## src/core/orcr_pkg.sv

```systemverilog
// orcr_pkg: constants and types shared by the output regulation command registers
// assumes a 50 MHz MCLK; bus commands arrive on a two-wire serial slave port
package orcr_pkg;
    // bus addressing
    localparam logic [6:0] DEV_ADDR = 7'h18; // 0x30 write, 0x31 read
    // command bytes as sent, odd parity already in bit 7
    localparam logic [7:0] CMD_VO_EN = 8'h0E;
    localparam logic [7:0] CMD_VSET = 8'h10;
    localparam logic [7:0] CMD_CDC = 8'h16;
    localparam logic [7:0] CMD_KNEE = 8'h1A;
    localparam logic [7:0] CMD_TSEL = 8'h2A;
    localparam logic [7:0] CMD_PTR = 8'h80;
    localparam logic [7:0] CMD_FAST = 8'h8C;
    localparam logic [7:0] CMD_CC = 8'h98;
    localparam logic [7:0] CMD_RESP = 8'hA8;
    // read pointer targets
    localparam logic [7:0] PTR_STATUS = 8'h14;
    localparam logic [7:0] PTR_AVG = 8'h1A;
    localparam int READY_BIT = 14;
    localparam int UV_BIT = 1;
    // reset values
    localparam logic [13:0] VSET_RST = 14'h01F4; // 5 V at 10 mV/lsb
    localparam logic [7:0] CC_RST = 8'h80;
    localparam logic [7:0] KNEE_RST = 8'hF0; // 24 V at 100 mV/lsb
    localparam logic [3:0] CDC_RST = 4'h0;
    localparam logic [1:0] TSEL_RST = 2'h0;
    localparam logic [1:0] RESP_RST = 2'h0;
    // legal ranges
    localparam logic [13:0] VSET_MIN = 14'h012C; // 3 V
    localparam logic [13:0] VSET_MAX = 14'h0960; // 24 V
    localparam logic [7:0] CC_MIN = 8'h19; // 20 %
    localparam logic [7:0] CC_MAX = 8'h80; // 100 %
    localparam logic [7:0] KNEE_MIN = 8'h1E; // 3 V
    localparam logic [7:0] KNEE_MAX = 8'hF0; // 24 V, no power region
    localparam logic [3:0] CDC_MAX = 4'hC; // 600 mV
    localparam logic [9:0] CDC_STEP_MV = 10'h032; // 50 mV
    localparam logic [10:0] KNEE_SCALE = 11'h500; // 100mV->10mV times 128
    // fault responses
    localparam logic [1:0] RESP_NONE = 2'h0;
    localparam logic [1:0] RESP_AR = 2'h1;
    localparam logic [1:0] RESP_LO = 2'h2;
    // timing
    localparam int CLK_HZ = 50_000_000;
    localparam int MS_PER_S = 1000;
    localparam int MS_CYCLES = CLK_HZ / MS_PER_S;
    localparam logic [3:0] VI_GAP_MS = 4'hA; // set-point write spacing
    localparam logic [6:0] PLT_MIN_MS = 7'h08; // shortest peak load time
    // bus engine states, gray along idle-rx-ack-tx-rack
    typedef enum logic [2:0] {
        BUS_IDLE = 3'b000,
        BUS_RX = 3'b001,
        BUS_ACK = 3'b011,
        BUS_TX = 3'b010,
        BUS_RACK = 3'b110
    } orcr_bus_e;
    // regulation region
    typedef enum logic [1:0] {
        REG_CV = 2'b00,
        REG_CP = 2'b01,
        REG_CC = 2'b11
    } orcr_region_e;
endpackage

```

## src/core/orcr_top.sv

```systemverilog
// orcr_top: serial-bus command registers and regulation limit logic
// assumes SCL/SDA pins with external pull-ups, a same-clock current sampler
// and a core that tells when it can accept commands
//
// Notes on behaviour
// host checks ready flag before bus traffic
// ready read via pointer 0x80 then bit 14
// ready flag is 1 only when commands accepted
// 0x30 write, 0x31 read, command, low, high
// command byte carries odd parity in bit 7
// voltage set point 3-24 V, 10 mV/lsb
// voltage set point resets to 5 V
// current limit codes 25 to 128
// full scale is 32 mV sense drop
// power limit is knee times full-scale current
// region moves CV, then CP, then CC
// knee at 24 V removes power region
// lower current limit keeps power limit unchanged
// cable compensation code 0-12, 50 mV steps
// compensation scales linearly with load current
// shorted sense input: no compensation, no CC
// voltage-only mode makes limit an overload threshold
// overload starts peak timer 8/16/32/64 ms
// persisting overload applies selected fault response
// response resets to none, timer to 8 ms
// voltage-only mode keeps undervoltage protection active
// CC uses averaged current, not instant sample
// average is mean of last 16 samples
// V/I writes spaced 10 ms unless fast set
// data words failing parity are discarded
// out-of-range set points clamp to limits
`timescale 1ns/1ps
module orcr_top #(
    parameter int MS_CYC = orcr_pkg::MS_CYCLES // cycles per millisecond
) (
    input wire logic MCLK,
    input wire logic RST,
    input wire logic CE,
    input wire logic SCL_IN,
    input wire logic SDA_IN,
    output logic SDA_OUT,
    output logic SDA_OE,
    input wire logic READY_IN,
    input wire logic UV_FLAG,
    input wire logic SENSE_SHORT,
    input wire logic SENSE_VALID,
    input wire logic [7:0] SENSE_SAMPLE,
    output logic [13:0] VSET,
    output logic [7:0] CC_LIMIT,
    output logic [7:0] KNEE,
    output logic [9:0] CDC_MV,
    output orcr_pkg::orcr_region_e REGION,
    output logic [7:0] AVG_CURRENT,
    output logic UV_FORCE,
    output logic FAULT_AR,
    output logic FAULT_LO,
    output logic READY
);
    import orcr_pkg::*;

    localparam int MSW = $clog2(MS_CYC);
    localparam logic [MSW-1:0] MS_LAST = MSW'(MS_CYC - 1);

    // all state of the block
    typedef struct packed {
        logic [2:0] scl_sy; // three-stage pin synchroniser
        logic [2:0] sda_sy;
        logic scl_f; // filtered pin levels
        logic sda_f;
        orcr_bus_e st;
        logic [3:0] cnt; // bit counter
        logic [1:0] idx; // byte position in a write
        logic rw; // current transfer is a read
        logic [7:0] sh; // shift register
        logic [7:0] cmd;
        logic [7:0] lo; // held low data byte
        logic [7:0] ptr; // read pointer
        logic [15:0] txw; // word being read out
        logic oe; // pulling SDA low
        logic [13:0] vset;
        logic [7:0] cc;
        logic [7:0] knee;
        logic [3:0] cdc;
        logic vo; // voltage-only mode
        logic [1:0] tsel;
        logic [1:0] resp;
        logic fast; // set-point spacing removed
        logic [MSW-1:0] ms_cnt;
        logic [3:0] vi_gap; // ms left before next V/I write
        logic [6:0] plt; // peak load ms count
        logic [15:0][7:0] samp; // last 16 current samples
        logic [11:0] sum;
        logic short_q;
        logic uv_q;
        orcr_region_e region;
        logic [9:0] cdc_mv;
        logic ar;
        logic latched;
        logic ready;
        logic uv_force;
    } orcr_state_s;

    orcr_state_s r_reg;
    orcr_state_s r_next;

    // clamp helpers for set-point writes
    function automatic logic [13:0] clamp_v(input logic [13:0] d);
        logic [13:0] q;
        q = d;
        if (d < VSET_MIN) begin
            q = VSET_MIN;
        end else if (d > VSET_MAX) begin
            q = VSET_MAX;
        end
        return q;
    endfunction

    function automatic logic [7:0] clamp_b(input logic [13:0] d, input logic [7:0] lo_lim,
                                           input logic [7:0] hi_lim);
        logic [7:0] q;
        q = d[7:0];
        if (d < 14'(lo_lim)) begin
            q = lo_lim;
        end else if (d > 14'(hi_lim)) begin
            q = hi_lim;
        end
        return q;
    endfunction

    ////////////////////////////////////////////////////////////////////////////
    // next-state logic
    always_comb begin
        logic scl_ok;
        logic sda_ok;
        logic scl_rise;
        logic scl_fall;
        logic sda_rise;
        logic sda_fall;
        logic tick;
        logic vi_ok;
        logic par_ok;
        logic [13:0] d14;
        logic [7:0] avg;
        logic [7:0] avg_c;
        logic [19:0] p_load;
        logic [19:0] p_lim;
        logic overload;
        logic [6:0] plt_lim;
        logic [16:0] cdc_prod;
        scl_ok = 1'b0;
        sda_ok = 1'b0;
        scl_rise = 1'b0;
        scl_fall = 1'b0;
        sda_rise = 1'b0;
        sda_fall = 1'b0;
        tick = 1'b0;
        vi_ok = 1'b0;
        par_ok = 1'b0;
        d14 = '0;
        avg = '0;
        avg_c = '0;
        p_load = '0;
        p_lim = '0;
        overload = 1'b0;
        plt_lim = '0;
        cdc_prod = '0;
        r_next = r_reg;
        r_next.ar = 1'b0;

        // pin filter: a level counts once stages two and three agree
        r_next.scl_sy = {r_reg.scl_sy[1:0], SCL_IN};
        r_next.sda_sy = {r_reg.sda_sy[1:0], SDA_IN};
        scl_ok = (r_reg.scl_sy[1] == r_reg.scl_sy[2]);
        sda_ok = (r_reg.sda_sy[1] == r_reg.sda_sy[2]);
        if (scl_ok) begin
            r_next.scl_f = r_reg.scl_sy[2];
        end
        if (sda_ok) begin
            r_next.sda_f = r_reg.sda_sy[2];
        end
        scl_rise = scl_ok && r_reg.scl_sy[2] && !r_reg.scl_f;
        scl_fall = scl_ok && !r_reg.scl_sy[2] && r_reg.scl_f;
        sda_rise = sda_ok && r_reg.sda_sy[2] && !r_reg.sda_f;
        sda_fall = sda_ok && !r_reg.sda_sy[2] && r_reg.sda_f;

        // millisecond tick and set-point spacing
        tick = (r_reg.ms_cnt == MS_LAST);
        r_next.ms_cnt = tick ? '0 : r_reg.ms_cnt + 1'b1;
        if (tick && r_reg.vi_gap != 4'h0) begin
            r_next.vi_gap = r_reg.vi_gap - 4'h1;
        end
        vi_ok = r_reg.fast || (r_reg.vi_gap == 4'h0);
        d14 = {r_reg.sh[6:0], r_reg.lo[6:0]};
        par_ok = (^r_reg.sh) && (^r_reg.lo);

        // serial bus engine
        case (r_reg.st)
            BUS_RX: begin
                if (scl_rise) begin
                    r_next.sh = {r_reg.sh[6:0], r_reg.sda_f};
                    r_next.cnt = r_reg.cnt + 4'h1;
                end else if (scl_fall && r_reg.cnt == 4'h8) begin
                    r_next.cnt = 4'h0;
                    r_next.st = BUS_ACK;
                    r_next.oe = 1'b1;
                    if (r_reg.idx != 2'h3) begin
                        r_next.idx = r_reg.idx + 2'h1;
                    end
                    case (r_reg.idx)
                        2'h0: begin
                            // address byte: answer only when ready
                            if (r_reg.sh[7:1] != DEV_ADDR || !r_reg.ready) begin
                                r_next.st = BUS_IDLE;
                                r_next.oe = 1'b0;
                            end
                            r_next.rw = r_reg.sh[0];
                            r_next.txw = '0;
                            if (r_reg.ptr == PTR_STATUS) begin
                                r_next.txw[READY_BIT] = r_reg.ready;
                                r_next.txw[UV_BIT] = r_reg.uv_q;
                            end else if (r_reg.ptr == PTR_AVG) begin
                                r_next.txw[7:0] = r_reg.sum[11:4];
                            end
                        end
                        2'h1: begin
                            // command byte needs odd parity
                            if (!(^r_reg.sh)) begin
                                r_next.st = BUS_IDLE;
                                r_next.oe = 1'b0;
                            end
                            r_next.cmd = r_reg.sh;
                        end
                        2'h2: begin
                            // byte-wide registers commit on first data byte
                            r_next.lo = r_reg.sh;
                            case (r_reg.cmd)
                                CMD_VO_EN: r_next.vo = r_reg.sh[0];
                                CMD_CDC: r_next.cdc = (r_reg.sh[3:0] > CDC_MAX) ?
                                                      CDC_MAX : r_reg.sh[3:0];
                                CMD_TSEL: r_next.tsel = r_reg.sh[1:0];
                                CMD_RESP: r_next.resp = r_reg.sh[1:0];
                                CMD_FAST: r_next.fast = r_reg.sh[0];
                                CMD_PTR: r_next.ptr = r_reg.sh;
                                default: begin
                                end
                            endcase
                        end
                        default: begin
                            // word registers: low then high byte, parity checked
                            if (par_ok) begin
                                case (r_reg.cmd)
                                    CMD_VSET: begin
                                        if (vi_ok) begin
                                            r_next.vset = clamp_v(d14);
                                            r_next.vi_gap = VI_GAP_MS;
                                        end
                                    end
                                    CMD_CC: begin
                                        if (vi_ok) begin
                                            r_next.cc = clamp_b(d14, CC_MIN, CC_MAX);
                                            r_next.vi_gap = VI_GAP_MS;
                                        end
                                    end
                                    CMD_KNEE: r_next.knee = clamp_b(d14, KNEE_MIN,
                                                                   KNEE_MAX);
                                    default: begin
                                    end
                                endcase
                            end
                        end
                    endcase
                end
            end
            BUS_ACK: begin
                // release acknowledge, then read out or receive on
                if (scl_fall) begin
                    r_next.cnt = 4'h0;
                    if (r_reg.rw) begin
                        r_next.sh = r_reg.txw[7:0];
                        r_next.oe = ~r_reg.txw[7];
                        r_next.st = BUS_TX;
                    end else begin
                        r_next.oe = 1'b0;
                        r_next.st = BUS_RX;
                    end
                end
            end
            BUS_TX: begin
                // shift out msb first, change data on falling edges
                if (scl_rise) begin
                    r_next.cnt = r_reg.cnt + 4'h1;
                end else if (scl_fall) begin
                    if (r_reg.cnt == 4'h8) begin
                        r_next.oe = 1'b0;
                        r_next.cnt = 4'h0;
                        r_next.st = BUS_RACK;
                    end else begin
                        r_next.sh = {r_reg.sh[6:0], 1'b0};
                        r_next.oe = ~r_reg.sh[6];
                    end
                end
            end
            BUS_RACK: begin
                // master nack ends the read, ack brings the high byte
                if (scl_rise && r_reg.sda_f) begin
                    r_next.st = BUS_IDLE;
                end else if (scl_fall) begin
                    r_next.sh = r_reg.txw[15:8];
                    r_next.oe = ~r_reg.txw[15];
                    r_next.txw = {r_reg.txw[7:0], r_reg.txw[15:8]};
                    r_next.st = BUS_TX;
                end
            end
            default: begin
                r_next.oe = 1'b0;
            end
        endcase
        // start and stop override the engine
        if (sda_fall && r_reg.scl_f) begin
            r_next.st = BUS_RX;
            r_next.idx = 2'h0;
            r_next.cnt = 4'h0;
            r_next.oe = 1'b0;
        end else if (sda_rise && r_reg.scl_f) begin
            r_next.st = BUS_IDLE;
            r_next.oe = 1'b0;
        end

        // running mean of the last 16 samples
        if (SENSE_VALID) begin
            r_next.samp = {r_reg.samp[14:0], SENSE_SAMPLE};
            r_next.sum = r_reg.sum + 12'(SENSE_SAMPLE) - 12'(r_reg.samp[15]);
        end
        avg = r_reg.sum[11:4];
        avg_c = (avg > CC_MAX) ? CC_MAX : avg;

        // region: power limit uses full scale, not the current limit
        p_load = 20'(avg) * 20'(r_reg.vset);
        p_lim = 20'(r_reg.knee) * 20'(KNEE_SCALE);
        r_next.region = REG_CV;
        if (!r_reg.short_q && !r_reg.vo) begin
            if (avg >= r_reg.cc) begin
                r_next.region = REG_CC;
            end else if (r_reg.knee != KNEE_MAX && p_load >= p_lim) begin
                r_next.region = REG_CP;
            end
        end

        // cable compensation grows linearly to full scale
        cdc_prod = 17'(10'(r_reg.cdc) * CDC_STEP_MV) * 17'(avg_c);
        r_next.cdc_mv = r_reg.short_q ? 10'h000 : cdc_prod[16:7];

        // peak load timer in voltage-only mode
        overload = r_reg.vo && (avg > r_reg.cc) && !r_reg.latched;
        plt_lim = PLT_MIN_MS << r_reg.tsel;
        if (!overload) begin
            r_next.plt = 7'h00;
        end else if (r_reg.plt >= plt_lim) begin
            // timer ran out while overload held
            if (r_reg.resp == RESP_AR) begin
                r_next.ar = 1'b1;
                r_next.plt = 7'h00;
            end else if (r_reg.resp == RESP_LO) begin
                r_next.latched = 1'b1;
            end
        end else if (tick) begin
            r_next.plt = r_reg.plt + 7'h01;
        end

        r_next.short_q = SENSE_SHORT;
        r_next.uv_q = UV_FLAG;
        r_next.uv_force = r_reg.vo;
        r_next.ready = READY_IN && !r_reg.latched;

        // synchronous reset values
        if (RST) begin
            r_next = '0;
            r_next.scl_sy = 3'b111;
            r_next.sda_sy = 3'b111;
            r_next.scl_f = 1'b1;
            r_next.sda_f = 1'b1;
            r_next.st = BUS_IDLE;
            r_next.ptr = PTR_STATUS;
            r_next.vset = VSET_RST;
            r_next.cc = CC_RST;
            r_next.knee = KNEE_RST;
            r_next.cdc = CDC_RST;
            r_next.tsel = TSEL_RST;
            r_next.resp = RESP_RST;
            r_next.region = REG_CV;
        end
    end

    ////////////////////////////////////////////////////////////////////////////
    // state register, frozen while CE and RST are both low
    always_ff @(posedge MCLK) begin
        if (RST || CE) begin
            r_reg <= r_next;
        end
    end

    // outputs straight from the state register, except SDA_OUT which is tied low
    assign SDA_OUT = 1'b0;
    assign SDA_OE = r_reg.oe;
    assign VSET = r_reg.vset;
    assign CC_LIMIT = r_reg.cc;
    assign KNEE = r_reg.knee;
    assign CDC_MV = r_reg.cdc_mv;
    assign REGION = r_reg.region;
    assign AVG_CURRENT = r_reg.sum[11:4];
    assign UV_FORCE = r_reg.uv_force;
    assign FAULT_AR = r_reg.ar;
    assign FAULT_LO = r_reg.latched;
    assign READY = r_reg.ready;
endmodule

```

## config.mk

```make
export PLATFORM = sky130hd
export DESIGN_NAME = orcr_top
export DESIGN_NICKNAME = d
export VERILOG_FILES = /design/src/core/orcr_pkg.sv /design/src/core/orcr_top.sv
export SDC_FILE = /design/constraint.sdc
export NUM_CORES = 1
export LEC_CHECK = 0
export BUFFER_PORTS_ARGS = -buffer_cell sky130_fd_sc_hd__clkbuf_2
export CAP_MARGIN = 15
export CORE_MARGIN = 1
export CORE_UTILIZATION = 41
export CTS_CLUSTER_DIAMETER = 150
export DETAILED_ROUTE_END_ITERATION = 8
export PLACE_DENSITY_LB_ADDON = 0.25
export SYNTH_ARGS = -nofsm -noshare
export SYNTH_HDL_FRONTEND = slang
export SYNTH_SLANG_ARGS = --single-unit
```

## constraint.sdc

```tcl
create_clock -name MCLK -period 6.2 [get_ports MCLK]
set_input_delay 1.24 -clock MCLK [delete_from_list [all_inputs] [get_ports MCLK]]
set_output_delay 1.24 -clock MCLK [all_outputs]
set_load 0.01 [all_outputs]
```

# Word level (Yosys, flattened, before mapping)
# Index checks and enable logic that the tools add are counted.
# Widths: inputs -> output; s select.
# totals
output_inout_bits	56
register_bits	292
wordCells	331
input_bits	17
# op_classes
muxes	98
n_reduce_logical	96
order_cmp	12
eq_ne	56
addsub	7
bitwise_logic	6
n_mul	4
shifts	1
# ops
cell	count
$mux 81	2
$mux 8	19
$mux 140	1
$mux 30	2
$mux 14	4
$ne 5x5->1 const B	11
$mux 4	12
$reduce_bool 2->1	22
$mux 7	6
$reduce_and 6->1	7
$eq 8x5->1 const B	5
$mux 40	1
$mux 17	2
$eq 8x8->1 const B	4
$mux 16	2
$pmux 16 s2	1
$pmux 8 s4	1
$ne 3x3->1 const B	10
$gt 14x8->1 const B	2
$lt 14x5->1 const B	2
$reduce_and 5->1	5
$mux 24	1
$reduce_and 8->1	3
$mux 1	23
65 further kinds	132

# Depth between registers and ports, before layout
# Gate-level depths: netlist of run 1.
# logic_depth
word_depth	10
depth_mapped	24
depth_no_buf	23

# Least setup slack after synthesis of run 1
# Ideal clock, no wire load.
# synth_timing
path_type	reg-to-reg
startpoint	register r_reg (netlist bit AVG_CURRENT[7])
endpoint	register r_reg (netlist bit REGION[0]) (data pin)
n_path_buf	2
path_slack_ns	-0.289
setup_ns	0.261
path_stages_with_launch	23
synth_period_minus_slack_ns	6.489
arrival_time_ns	6.228
required_time_ns	5.939
path_cell_list	edfxtp_1 -> clkbuf_1 -> buf_1 -> nand2_1 -> fa_1 -> fa_1 -> inv_1 -> fa_1 -> inv_1 -> fa_1 -> inv_1 -> ha_1 -> or3_1 -> o221a_2 -> or4_1 -> a31oi_1 -> o21ai_1 -> xor2_1 -> ha_1 -> a211o_1 -> a2111oi_0 -> a211oi_1 -> a311o_1
# synth_between
elab_chain_cells	5
word_cells_on_any_way	6
cone_classes	mul (1); order compare (2); mux (2); reduce/logical (1)
# synth_lines
element	line_no	text
start, declared	orcr_top.sv:103	orcr_state_s r_reg;
start signal, assigned	orcr_top.sv:398	r_reg <= r_next;
$mul 8x14->20	orcr_top.sv:338	p_load = 20'(avg) * 20'(r_reg.vset);
$ge 20x19->1	orcr_top.sv:344	end else if (r_reg.knee != KNEE_MAX && p_load >= p_lim) begin
$logic_and 1x1->1	orcr_top.sv:344	
$mux 1	orcr_top.sv:344	
$mux 2 *	orcr_top.sv:342	if (avg >= r_reg.cc) begin
# Every way passes the cells marked *; elsewhere a longest branch is shown, timed or not.
# A chain may end at the register's enable or synchronous reset.

# Worst setup path in the final report of run 1
# layout_timing
startpoint	register r_reg (netlist bit VSET[3])
endpoint	register r_reg (netlist bit REGION[0]) (data pin)
# layout_between
elab_chain_cells	5
# layout_lines
element	line_no
$mul 8x14->20	orcr_top.sv:338
$ge 20x19->1	orcr_top.sv:344
$logic_and 1x1->1	orcr_top.sv:344
$mux 1	orcr_top.sv:344
$mux 2	orcr_top.sv:342
# No other way between the ends.

==> metrics, run 1 <==
outcome finished, final reports clean; worst hold stages 1; Std-Cell Rows 81; DR pass1 iterations 5; HP Class reg -> reg; Worst Hold Endpoint r_reg[287]$_SDFFCE_PP1N_; Worst-path clk slew roughly 60 ps; Ports 73; syn avg cell area approximately 11 um2; most frequent CP cell fa_1; GPL Wtd Cong between 0.8 and 0.9; crit path max fanout 5; Starting DRT DRC Count between 900 and 1000; Post-DRT Antenna Nets 0; Ant. Diodes 0; Min-Delay Startpoint r_reg[286]$_SDFFCE_PP1N_; die footprint 0.0502 mm2; proportion of layout cells with a drive suffix above 1 0.116; GRT overflow 0; dominant cells by area after synthesis edfxtp_1 (43%), fa_1 (12%), ha_1 (9.5%); total core area between 0.04 and 0.05 mm2; die width ~220 um; CTS tree built; register area share after synthesis 0.433; max reg flops 237; Rel. slew slack 0.220; # H-tree levels 2; Yosys reg bits 292; routed len/inst about 17 um; Slew Viols, Final 0; min Tclk post-route roughly 6000 ps; Initial Util 0.414; # fillers 4514; yosys warns 0; CP endpoint kind flip-flop; Most used DFF post-synth edfxtp_1; total wire length about 45000 um; first-pass GRT wire length just over 70000 um; reg-to-reg slack, setup between 200 and 250 ps; WP data required approximately 6500 ps; Worst R2R Start VSET[3]$_SDFFCE_PP0P_; post-route cell area 0.0227 mm2; Worst Setup Start Kind flip-flop; largest net degree at the start of global routing ~130; post-DP HPWL 32600 um; Worst Tran Pin Value 1160 ps; setup TNS 0 ps; vias in the first global route 13400; clock sink count between 200 and 300; ys async rst share 0; Setup Skew about 21 ps; DRC Markers 0; slowest stage delay, CP between 500 and 600 ps; cell taking the most area after synthesis edfxtp_1; top-area cell type share of the netlist area 0.433; Placed Area between 0.02 and 0.025 mm2; EDFF count, synth between 200 and 300; Worst EP arrival 6300 ps; cell-by-cell trace of the critical path and2_4, fa_1, fa_1, fa_1, inv_1, fa_1, inv_1, ha_1, or3_4, o221a_4, o21ai_1, a21oi_2, or4_1, nand4_1, ha_1, a21o_1, a2111oi_2, a211oi_1, a311o_1; CTS Buf Count 36; worst r2r path cells 19; IO buf count 71; final hold vios 0; area grow syn2layout 12.1%; worst-case clock buffer depth 3; Worst path slowest cell fa_1; NumNets Final 2220; Post-Synthesis Cells 1866; post-synthesis cell type count 70; Netlist Area Pre-Place about 0.020 mm2; RR Endpoint REGION[0]$_SDFFCE_PP0N_; WS Path Type reg -> reg; Max Cap Viol 0; worst skew pair latency between 500 and 600 ps; final core utilization 0.464; Non-Filler Instances between 2000 and 3000; initial antenna violation count 2; total track usage 0.184; final period utilization 0.966; Die Height roughly 220 um; Final setup viols 0; via count 13300; fmax ~0.17 GHz; hold_buf cts 0; CTS Root Cell clkbuf_16; routed vias/inst slightly above 5; Placed Cells 2544
layout by cell type, fill, tap and decap left out, types with 10 or more instances in the layout:
master / instances
ha_1: 153
o21a_1: 11
a21o_1: 17
nor2b_1: 140
nand2_1: 120
clkbuf_2: 70
nor3_1: 20
nand4_1: 12
nand2b_1: 14
clkbuf_16: 36
xnor2_1: 48
a22oi_1: 10
nand3_1: 28
and3_1: 30
fa_1: 121
xor2_1: 29
inv_1: 227
edfxtp_1: 292
nor2_1: 142
o21ai_0: 34
o22ai_1: 10
a21oi_1: 57
and2_1: 107
or2_2: 11
buf_4: 55
cell families after synthesis:
kind of cell             Yosys count  share of synthesized area
other                              1                   0.000185
adder cells (fa/ha/maj)          275                      0.215
flip-flops                       292                      0.433
buffers and inverters            339                     0.0728
AND/OR/NAND/NOR                  665                      0.174
multiplexers                       4                    0.00216
XOR/XNOR                          77                     0.0333
AO/OA/AOI/OAI                    213                     0.0693
final cells by class:
cell class,instances,area (um2),share of cell area
multi-input cells,1237,10100,0.445
flip-flops and latches,292,8770,0.387
clock buffers,41,920,0.0405
repair buffers,132,860,0.0379
inverters,229,860,0.0379
well taps,664,831,0.0366
clock inverters,24,345,0.0152
metrics by stage:
step	hold WS, ps	setup WS [ps]
final	494	208
after floorplan	479	11.5
after CTS	497	3.23
after global routing	529	-1.08
after global placement	481	81.7
after detailed placement	484	37.1
critical path: cells and delay by family, from the launching register on:
family	cells	cell delay, ps
AO/OA/AOI/OAI	7	1450
flip-flops	1	460
buffers and inverters	2	100
AND/OR/NAND/NOR	4	1120
adder cells (fa/ha/maj)	6	2620
worst max path at each step:
stage,cells past startpoint,startpoint,end
floorplan,21,AVG_CURRENT[7]$_SDFFCE_PP0P_,REGION[0]$_SDFFCE_PP0N_
global placement,19,VSET[3]$_SDFFCE_PP0P_,REGION[0]$_SDFFCE_PP0N_
detailed placement,19,AVG_CURRENT[2]$_SDFFCE_PP0P_,REGION[0]$_SDFFCE_PP0N_
CTS,19,VSET[1]$_SDFFCE_PP0P_,REGION[0]$_SDFFCE_PP0N_
global route,19,VSET[3]$_SDFFCE_PP0P_,REGION[0]$_SDFFCE_PP0N_
finish,19,VSET[3]$_SDFFCE_PP0P_,REGION[0]$_SDFFCE_PP0N_
per-layer routing:
| layer | part of all wire | track usage |
|---|---|---|
| met1 | 0.45 | 0.251 |
| met2 | 0.47 | 0.301 |
| met3 | 0.055 | 0.0306 |
| met4 | 0.020 | 0.0524 |
| met5 | 0.00029 | 0 |
synthesized netlist by cell type, drive strengths merged (4+ instances only):
cell type  count
nand2        122
nand4b         5
ha           154
xor2          29
a2111oi        5
or3            4
a31oi          6
a21oi         60
or2           11
nand2b        14
xnor2         48
o31ai          6
fa           121
nand4         12
nor2         142
o21a          11
a22oi         10
inv          228
nor3b          4
nor2b        140
and2         108
a21o          17
buf           61
and3          30
o22ai         10
a211oi         7
nor3          22
or4            4
edfxtp       292
nor4           9
nand3         28
o21bai         8
clkbuf        49
o21ai         38
o221ai         8
repair_timing:
item                                    4_1_cts  5_1_grt
resized for setup                             0       20
endpoints found under the setup margin        1        4
pin swaps                                     0        8
buffers inserted                              4        6
Power of run 1 is not shown: default switching activity piles up to over one toggle a cycle in this logic, so the estimate is an artifact.
==> inputs of run 2 (changes only) <==
--- a/config.mk
+++ b/config.mk
@@ -5,6 +5,7 @@
 export SDC_FILE = /design/constraint.sdc
 export NUM_CORES = 1
 export LEC_CHECK = 0
+export ABC_AREA = 1
 export BUFFER_PORTS_ARGS = -buffer_cell sky130_fd_sc_hd__clkbuf_2
 export CAP_MARGIN = 15
 export CORE_MARGIN = 1
==> run 2 against run 1 <==
Area after synthesis is 3.6% higher. Cell count is 17% higher. Clock skew is 1.5 ps higher. Sequential share of layout area is 0.28 points lower. Die area is 3.6% higher. Hold slack better by 18 ps. Routed wire length is 2.2% higher. Largest cell class unchanged.
==> metrics, run 2 <==
Rel. slew slack 0.209 (-0.0105); Ant. Diodes 0 (unchanged); CP endpoint kind flip-flop; CTS Buf Count 35 (-2.8%); Ports 73 (unchanged); Worst R2R Start r_reg[193]$_SDFFCE_PP0P_; GPL Wtd Cong 0.931 (+9.4%); Most used DFF post-synth edfxtp_1; delay-heaviest family, CP adder cells; Worst Tran Pin Value 1180 ps (+18.1 ps); EDFF count, synth 292 (unchanged); crit path max fanout 7 (+2); slowest stage delay, CP 540 ps (-20 ps); final hold vios 0 (unchanged); total track usage 0.180 (-0.00369); outcome finished, final reports clean; die footprint 0.0520 mm2 (+3.6%); most frequent cells in the layout inv_1 (591), nand2_1 (354), nor2_1 (307); gr busiest metal met2; Worst-path clk slew 60 ps (about the same); min Tclk post-route 5640 ps (-351 ps); WS Path Type reg -> reg; fmax 0.177 GHz (+6.2%); Std-Cell Rows 82 (+1.2%); Netlist Area Pre-Place 0.0210 mm2 (+3.6%); Worst Setup SP r_reg[193]$_SDFFCE_PP0P_; post-DP HPWL 34700 um (+6.3%); NumNets Final 2656 (+20%); routed len/inst 15.0 um (-13%); CTS Root Cell clkbuf_16; register area share after synthesis 0.418 (-0.0151); Post-DRT Antenna Nets 0 (unchanged); largest net degree at the start of global routing 93 (-27%); Starting DRT DRC Count 1037 (+14%); critical path depth 21 (+2); crit path to CDC_MV[9]$_SDFFCE_PP0N_; Worst EP arrival 5950 ps (-350 ps); final period utilization 0.910 (-0.0566); Worst path slowest cell fa_1; CTS tree built; die width 228 um (+1.8%); first-pass GRT wire length 75500 um (+4.3%); worst r2r path cells 21 (+2); total core area 0.0503 mm2 (+2.9%); GR met1 Demand/Resource 0.243 (-0.00867); Die Height 228 um (+1.8%); worst-case clock buffer depth 3 (unchanged); most numerous cell in the Yosys netlist inv_1; Final setup viols 0 (unchanged); yosys warns 0 (unchanged); Setup Skew 22.4 ps (+1.46 ps); routed vias/inst 4.83 (-5.0%); HP Class reg -> reg; RSZ-0062 raised after global routing no; Post-Synthesis Cells 2343 (+26%); DRC Markers 0 (unchanged); initial antenna violation count 0 (-2); CP bufs+invs 3 (+1); proportion of layout cells with a drive suffix above 1 0.0750 (-0.0411); WP data required 6500 ps (about the same); reg-to-reg slack, setup 560 ps (+350 ps); met3 usage 0.0326 (+0.00206); DR pass1 iterations 7 (+2); hold_buf cts 0 (unchanged); syn avg cell area 8.95 um2 (-17%); top-area cell type share of the netlist area 0.418 (-0.0151); area grow syn2layout 9.02%; Worst Setup Start Kind flip-flop; # H-tree levels 2 (unchanged); routing usage on met2 0.295 (-0.00540); clock sink count 292 (unchanged); via count 14800 (+11%); cell-by-cell trace of the critical path inv_1, ha_1, inv_1, ha_1, ha_1, nand2_1, o21bai_1, xor2_1, nand2_1, fa_1, fa_1, fa_1, inv_1, fa_1, ha_1, a21oi_1, o21ai_0, a211oi_1, nand3_1, nand2_1, nor2_1; most common cell after layout, fill and taps aside inv_1; vias in the first global route 14700 (+9.4%); dominant cells by area after synthesis edfxtp_1 (42%), fa_1 (12%), inv_1 (11%); max reg flops 237 (unchanged); GRT overflow 0 (unchanged); setup TNS 0 ps (unchanged); IO buf count 71 (unchanged); Slew Viols, Final 0 (unchanged); Initial Util 0.417 (+0.00276); ys async rst share 0 (unchanged); RR Endpoint CDC_MV[9]$_SDFFCE_PP0N_; total wire length 45900 um (+2.2%); cell taking the most area after synthesis edfxtp_1; Yosys reg bits 292 (unchanged); worst skew pair latency 550 ps (about the same); post-synthesis cell type count 57 (-19%); Max Cap Viol 0 (unchanged); synth cell count leaders inv_1 (592), nand2_1 (355), nor2_1 (308), edfxtp_1 (292), ha_1 (154)
## run 2: worst min-delay path by stage
| stage | slack [ps] | from | cells past startpoint | end |
|---|---|---|---|---|
| 5_1_grt | 540 | r_reg[289]$_SDFFCE_PP1N_ | 1 | r_reg[290]$_SDFFCE_PP1N_ |
| 4_1_cts | 520 | r_reg[289]$_SDFFCE_PP1N_ | 1 | r_reg[290]$_SDFFCE_PP1N_ |
| 2_1_floorplan | 480 | r_reg[286]$_SDFFCE_PP1N_ | 1 | r_reg[287]$_SDFFCE_PP1N_ |
| 3_5_place_dp | 500 | r_reg[289]$_SDFFCE_PP1N_ | 1 | r_reg[290]$_SDFFCE_PP1N_ |
| 3_3_place_gp | 500 | r_reg[286]$_SDFFCE_PP1N_ | 1 | r_reg[287]$_SDFFCE_PP1N_ |
| 6_report | 510 | r_reg[289]$_SDFFCE_PP1N_ | 1 | r_reg[290]$_SDFFCE_PP1N_ |
## run 2: stage by stage
step / setup WS [ps] / area (um2) / instances / hold slack, ps / util
final: 559 / 22800 / 3059 / 513 / 0.455
after floorplan: 685 / 21000 / 2345 / 479 / -
after CTS: 400 / 22800 / 3056 / 519 / 0.454
after detailed placement: 407 / 21700 / 2996 / 500 / 0.432
after global routing: 153 / 22800 / 3059 / 542 / 0.455
after global placement: 518 / 21700 / 2996 / 500 / 0.432
## run 2: cells by family (layout without fill, tap and decap cells)
group,Yosys count,in the layout,share of synthesized area
and+or+nand+nor,815,815,0.163
buffers and inverters,706,748,0.136
DFF,292,292,0.418
adders and majority gates,275,275,0.208
AOI/OAI and AO/OA,216,216,0.0594
xor gates and xnor gates,38,38,0.0159
other,1,3,0.000179
## run 2: per-layer routing
metal / wire length (um) / up-vias
met4: 1270 / 0
met1: 21100 / 7076
met5: 0 / -
li1: - / 7289
met3: 2320 / 78
met2: 21200 / 330
## run 2: what timing repair did
action,in CTS,in global routing
gates resized for setup,0,2
endpoints found under the setup margin,0,2
buffers inserted,0,0
## run 2: layout make-up
| cell class | count | area [um2] |
|---|---|---|
| inverters | 596 | 2240 |
| well taps | 672 | 841 |
| repair buffers | 92 | 536 |
| flip-flops and latches | 292 | 8770 |
| fillers | 4943 | 27400 |
| multi-input cells | 1347 | 9390 |
| clock inverters | 18 | 179 |
| clock buffers | 42 | 902 |
Power of run 2 is left out for the same reason.
==> inputs of run 3 (changes only) <==
==> constraint.sdc (replaced) <==
create_clock -name MCLK -period 5.6 [get_ports MCLK]
set_input_delay 1.12 -clock MCLK [delete_from_list [all_inputs] [get_ports MCLK]]
set_output_delay 1.12 -clock MCLK [all_outputs]
set_load 0.01 [all_outputs]
==> run 3 against run 2 <==
Routed wire length fell by 0.32%. Core utilization rose by 1.1 points. Highest routed layer unchanged. Clock skew fell by 2.6 ps. Design area rose by 2.4%. Register-to-register slack got worse by 310 ps. Via count rose by 1.0%. Critical endpoint unchanged. Non-clock buffer count rose by 47. Largest cell class unchanged. Sequential cell count did not move. Cell count rose by 1.5%.
==> metrics, run 3 (same netlist as run 2, synthesis figures left out) <==
Worst Setup Start Kind flip-flop; final hold vios 0 (unchanged); outcome finished, final reports clean; area of the multi-input gates 0.00956 mm2 (+1.8%); Seq. cell area 0.00877 mm2 (unchanged); # fillers 4818 (-2.5%); proportion of layout cells with a drive suffix above 1 0.106 (+0.0311); NumNets Final 2702 (+1.7%); # H-tree levels 2 (unchanged); most frequent cells in the layout inv_1 (588), nand2_1 (353), nor2_1 (306); Initial Util 0.417 (unchanged); routed len/inst 14.7 um (-1.8%); Post-DRT Antenna Nets 0 (unchanged); HP Class reg -> reg; total wire length 45800 um (-0.32%); WP data required 5900 ps (-600 ps); CTS Root Cell clkbuf_16; initial antenna violation count 0 (unchanged); GPL Wtd Cong 0.909 (-2.4%); Die Height 228 um (unchanged); WS Path Type reg -> reg; RSZ-0062 raised after global routing yes; first-pass GRT wire length 75100 um (-0.55%); min Tclk post-route 5350 ps (-290 ps); CTS tree built; clock sink count 292 (unchanged); Std-Cell Rows 82 (unchanged); max reg flops 237 (unchanged); CP endpoint kind flip-flop; worst skew pair latency 550 ps (about the same); Worst-path clk slew 60 ps (about the same); die footprint 0.0520 mm2 (unchanged); worst-case clock buffer depth 3 (unchanged); Ports 73 (unchanged); Worst EP arrival 5650 ps (-300 ps); total core area 0.0503 mm2 (unchanged); Worst Tran Pin Value 1190 ps (+9.85 ps); Ant. Diodes 0 (unchanged); Setup Skew 19.8 ps (-2.65 ps); CTS Buf Count 34 (-2.9%); DRC Markers 0 (unchanged); IO buf count 71 (unchanged); DR pass1 iterations 7 (unchanged); Final setup viols 0 (unchanged); area grow syn2layout 11.6%; Slew Viols, Final 0 (unchanged); post-DP HPWL 34700 um (about the same); Max Cap Viol 0 (unchanged); via count 14900 (+1.0%); Starting DRT DRC Count 958 (-7.6%); Rel. slew slack 0.203 (-0.00662); setup TNS 0 ps (unchanged); largest net degree at the start of global routing 82 (-12%); die width 228 um (unchanged); vias in the first global route 14800 (+0.41%); GRT overflow 0 (unchanged); final period utilization 0.956 (+0.0457); fmax 0.187 GHz (+5.4%); total track usage 0.178 (-0.00239); routed vias/inst 4.81 (-0.48%); most common cell after layout, fill and taps aside inv_1; crit path max fanout 6 (-1); hold_buf cts 0 (unchanged)
[run 3: metal layers]
layer / part of all wire / vias to the layer above / track usage / wire, um
met3: 0.042 / 85 / 0.0218 / 1910
li1: - / 7390 / - / -
met5: 0 / - / 0 / 0
met2: 0.46 / 315 / 0.289 / 21000
met4: 0.027 / 0 / 0.0533 / 1230
met1: 0.47 / 7133 / 0.249 / 21700
[run 3: cell type report]
| cell class | count | share of cell area |
|---|---|---|
| repair buffers | 139 | 0.0382 |
| multi-input cells | 1347 | 0.408 |
| flip-flops and latches | 292 | 0.375 |
| well taps | 672 | 0.0359 |
| inverters | 596 | 0.0958 |
| clock buffers | 39 | 0.0372 |
| clock inverters | 20 | 0.00973 |
[run 3: what timing repair did]
item | in CTS | in global routing
endpoints found under the setup margin | 0 | 8
buffers inserted | 0 | 20
gates resized for setup | 0 | 36
[run 3: final timing paths]
check | start | end | slack (ps) | cells after the start
max | r_reg[192]$_SDFFCE_PP0P_ | CDC_MV[9]$_SDFFCE_PP0N_ | 250 | 20
min reg2reg | r_reg[286]$_SDFFCE_PP1N_ | r_reg[287]$_SDFFCE_PP1N_ | 500 | 1
min | r_reg[286]$_SDFFCE_PP1N_ | r_reg[287]$_SDFFCE_PP1N_ | 500 | 1
max reg2reg | r_reg[192]$_SDFFCE_PP0P_ | CDC_MV[9]$_SDFFCE_PP0N_ | 250 | 20
[run 3: worst max-delay path, cell delays in order (launching register included)]
cell	delay, ps
edfxtp_1	420
ha_1	300
ha_1	170
inv_1	60
fa_1	390
or2_2	300
nand2_1	130
inv_1	140
nand2_1	110
fa_1	410
fa_1	480
fa_1	550
inv_1	60
fa_1	470
ha_1	370
a21oi_2	170
o21ai_1	130
a211oi_2	220
nand3_1	110
nand2_1	70
nor2_1	40
[run 3: metrics by stage]
| step | setup slack, ps | hold WS (ps) | utilization | std cells | area [um2] |
|---|---|---|---|---|---|
| after floorplan | 85.1 | 479 | - | 2345 | 21000 |
| after global placement | 88.3 | 490 | 0.437 | 3025 | 21900 |
| after global routing | -18.4 | 527 | 0.465 | 3105 | 23400 |
| final | 249 | 505 | 0.465 | 3105 | 23400 |
| after CTS | 1.05 | 509 | 0.459 | 3085 | 23100 |
| after detailed placement | 8.44 | 490 | 0.437 | 3026 | 22000 |
Power of run 3 is left out for the same reason.
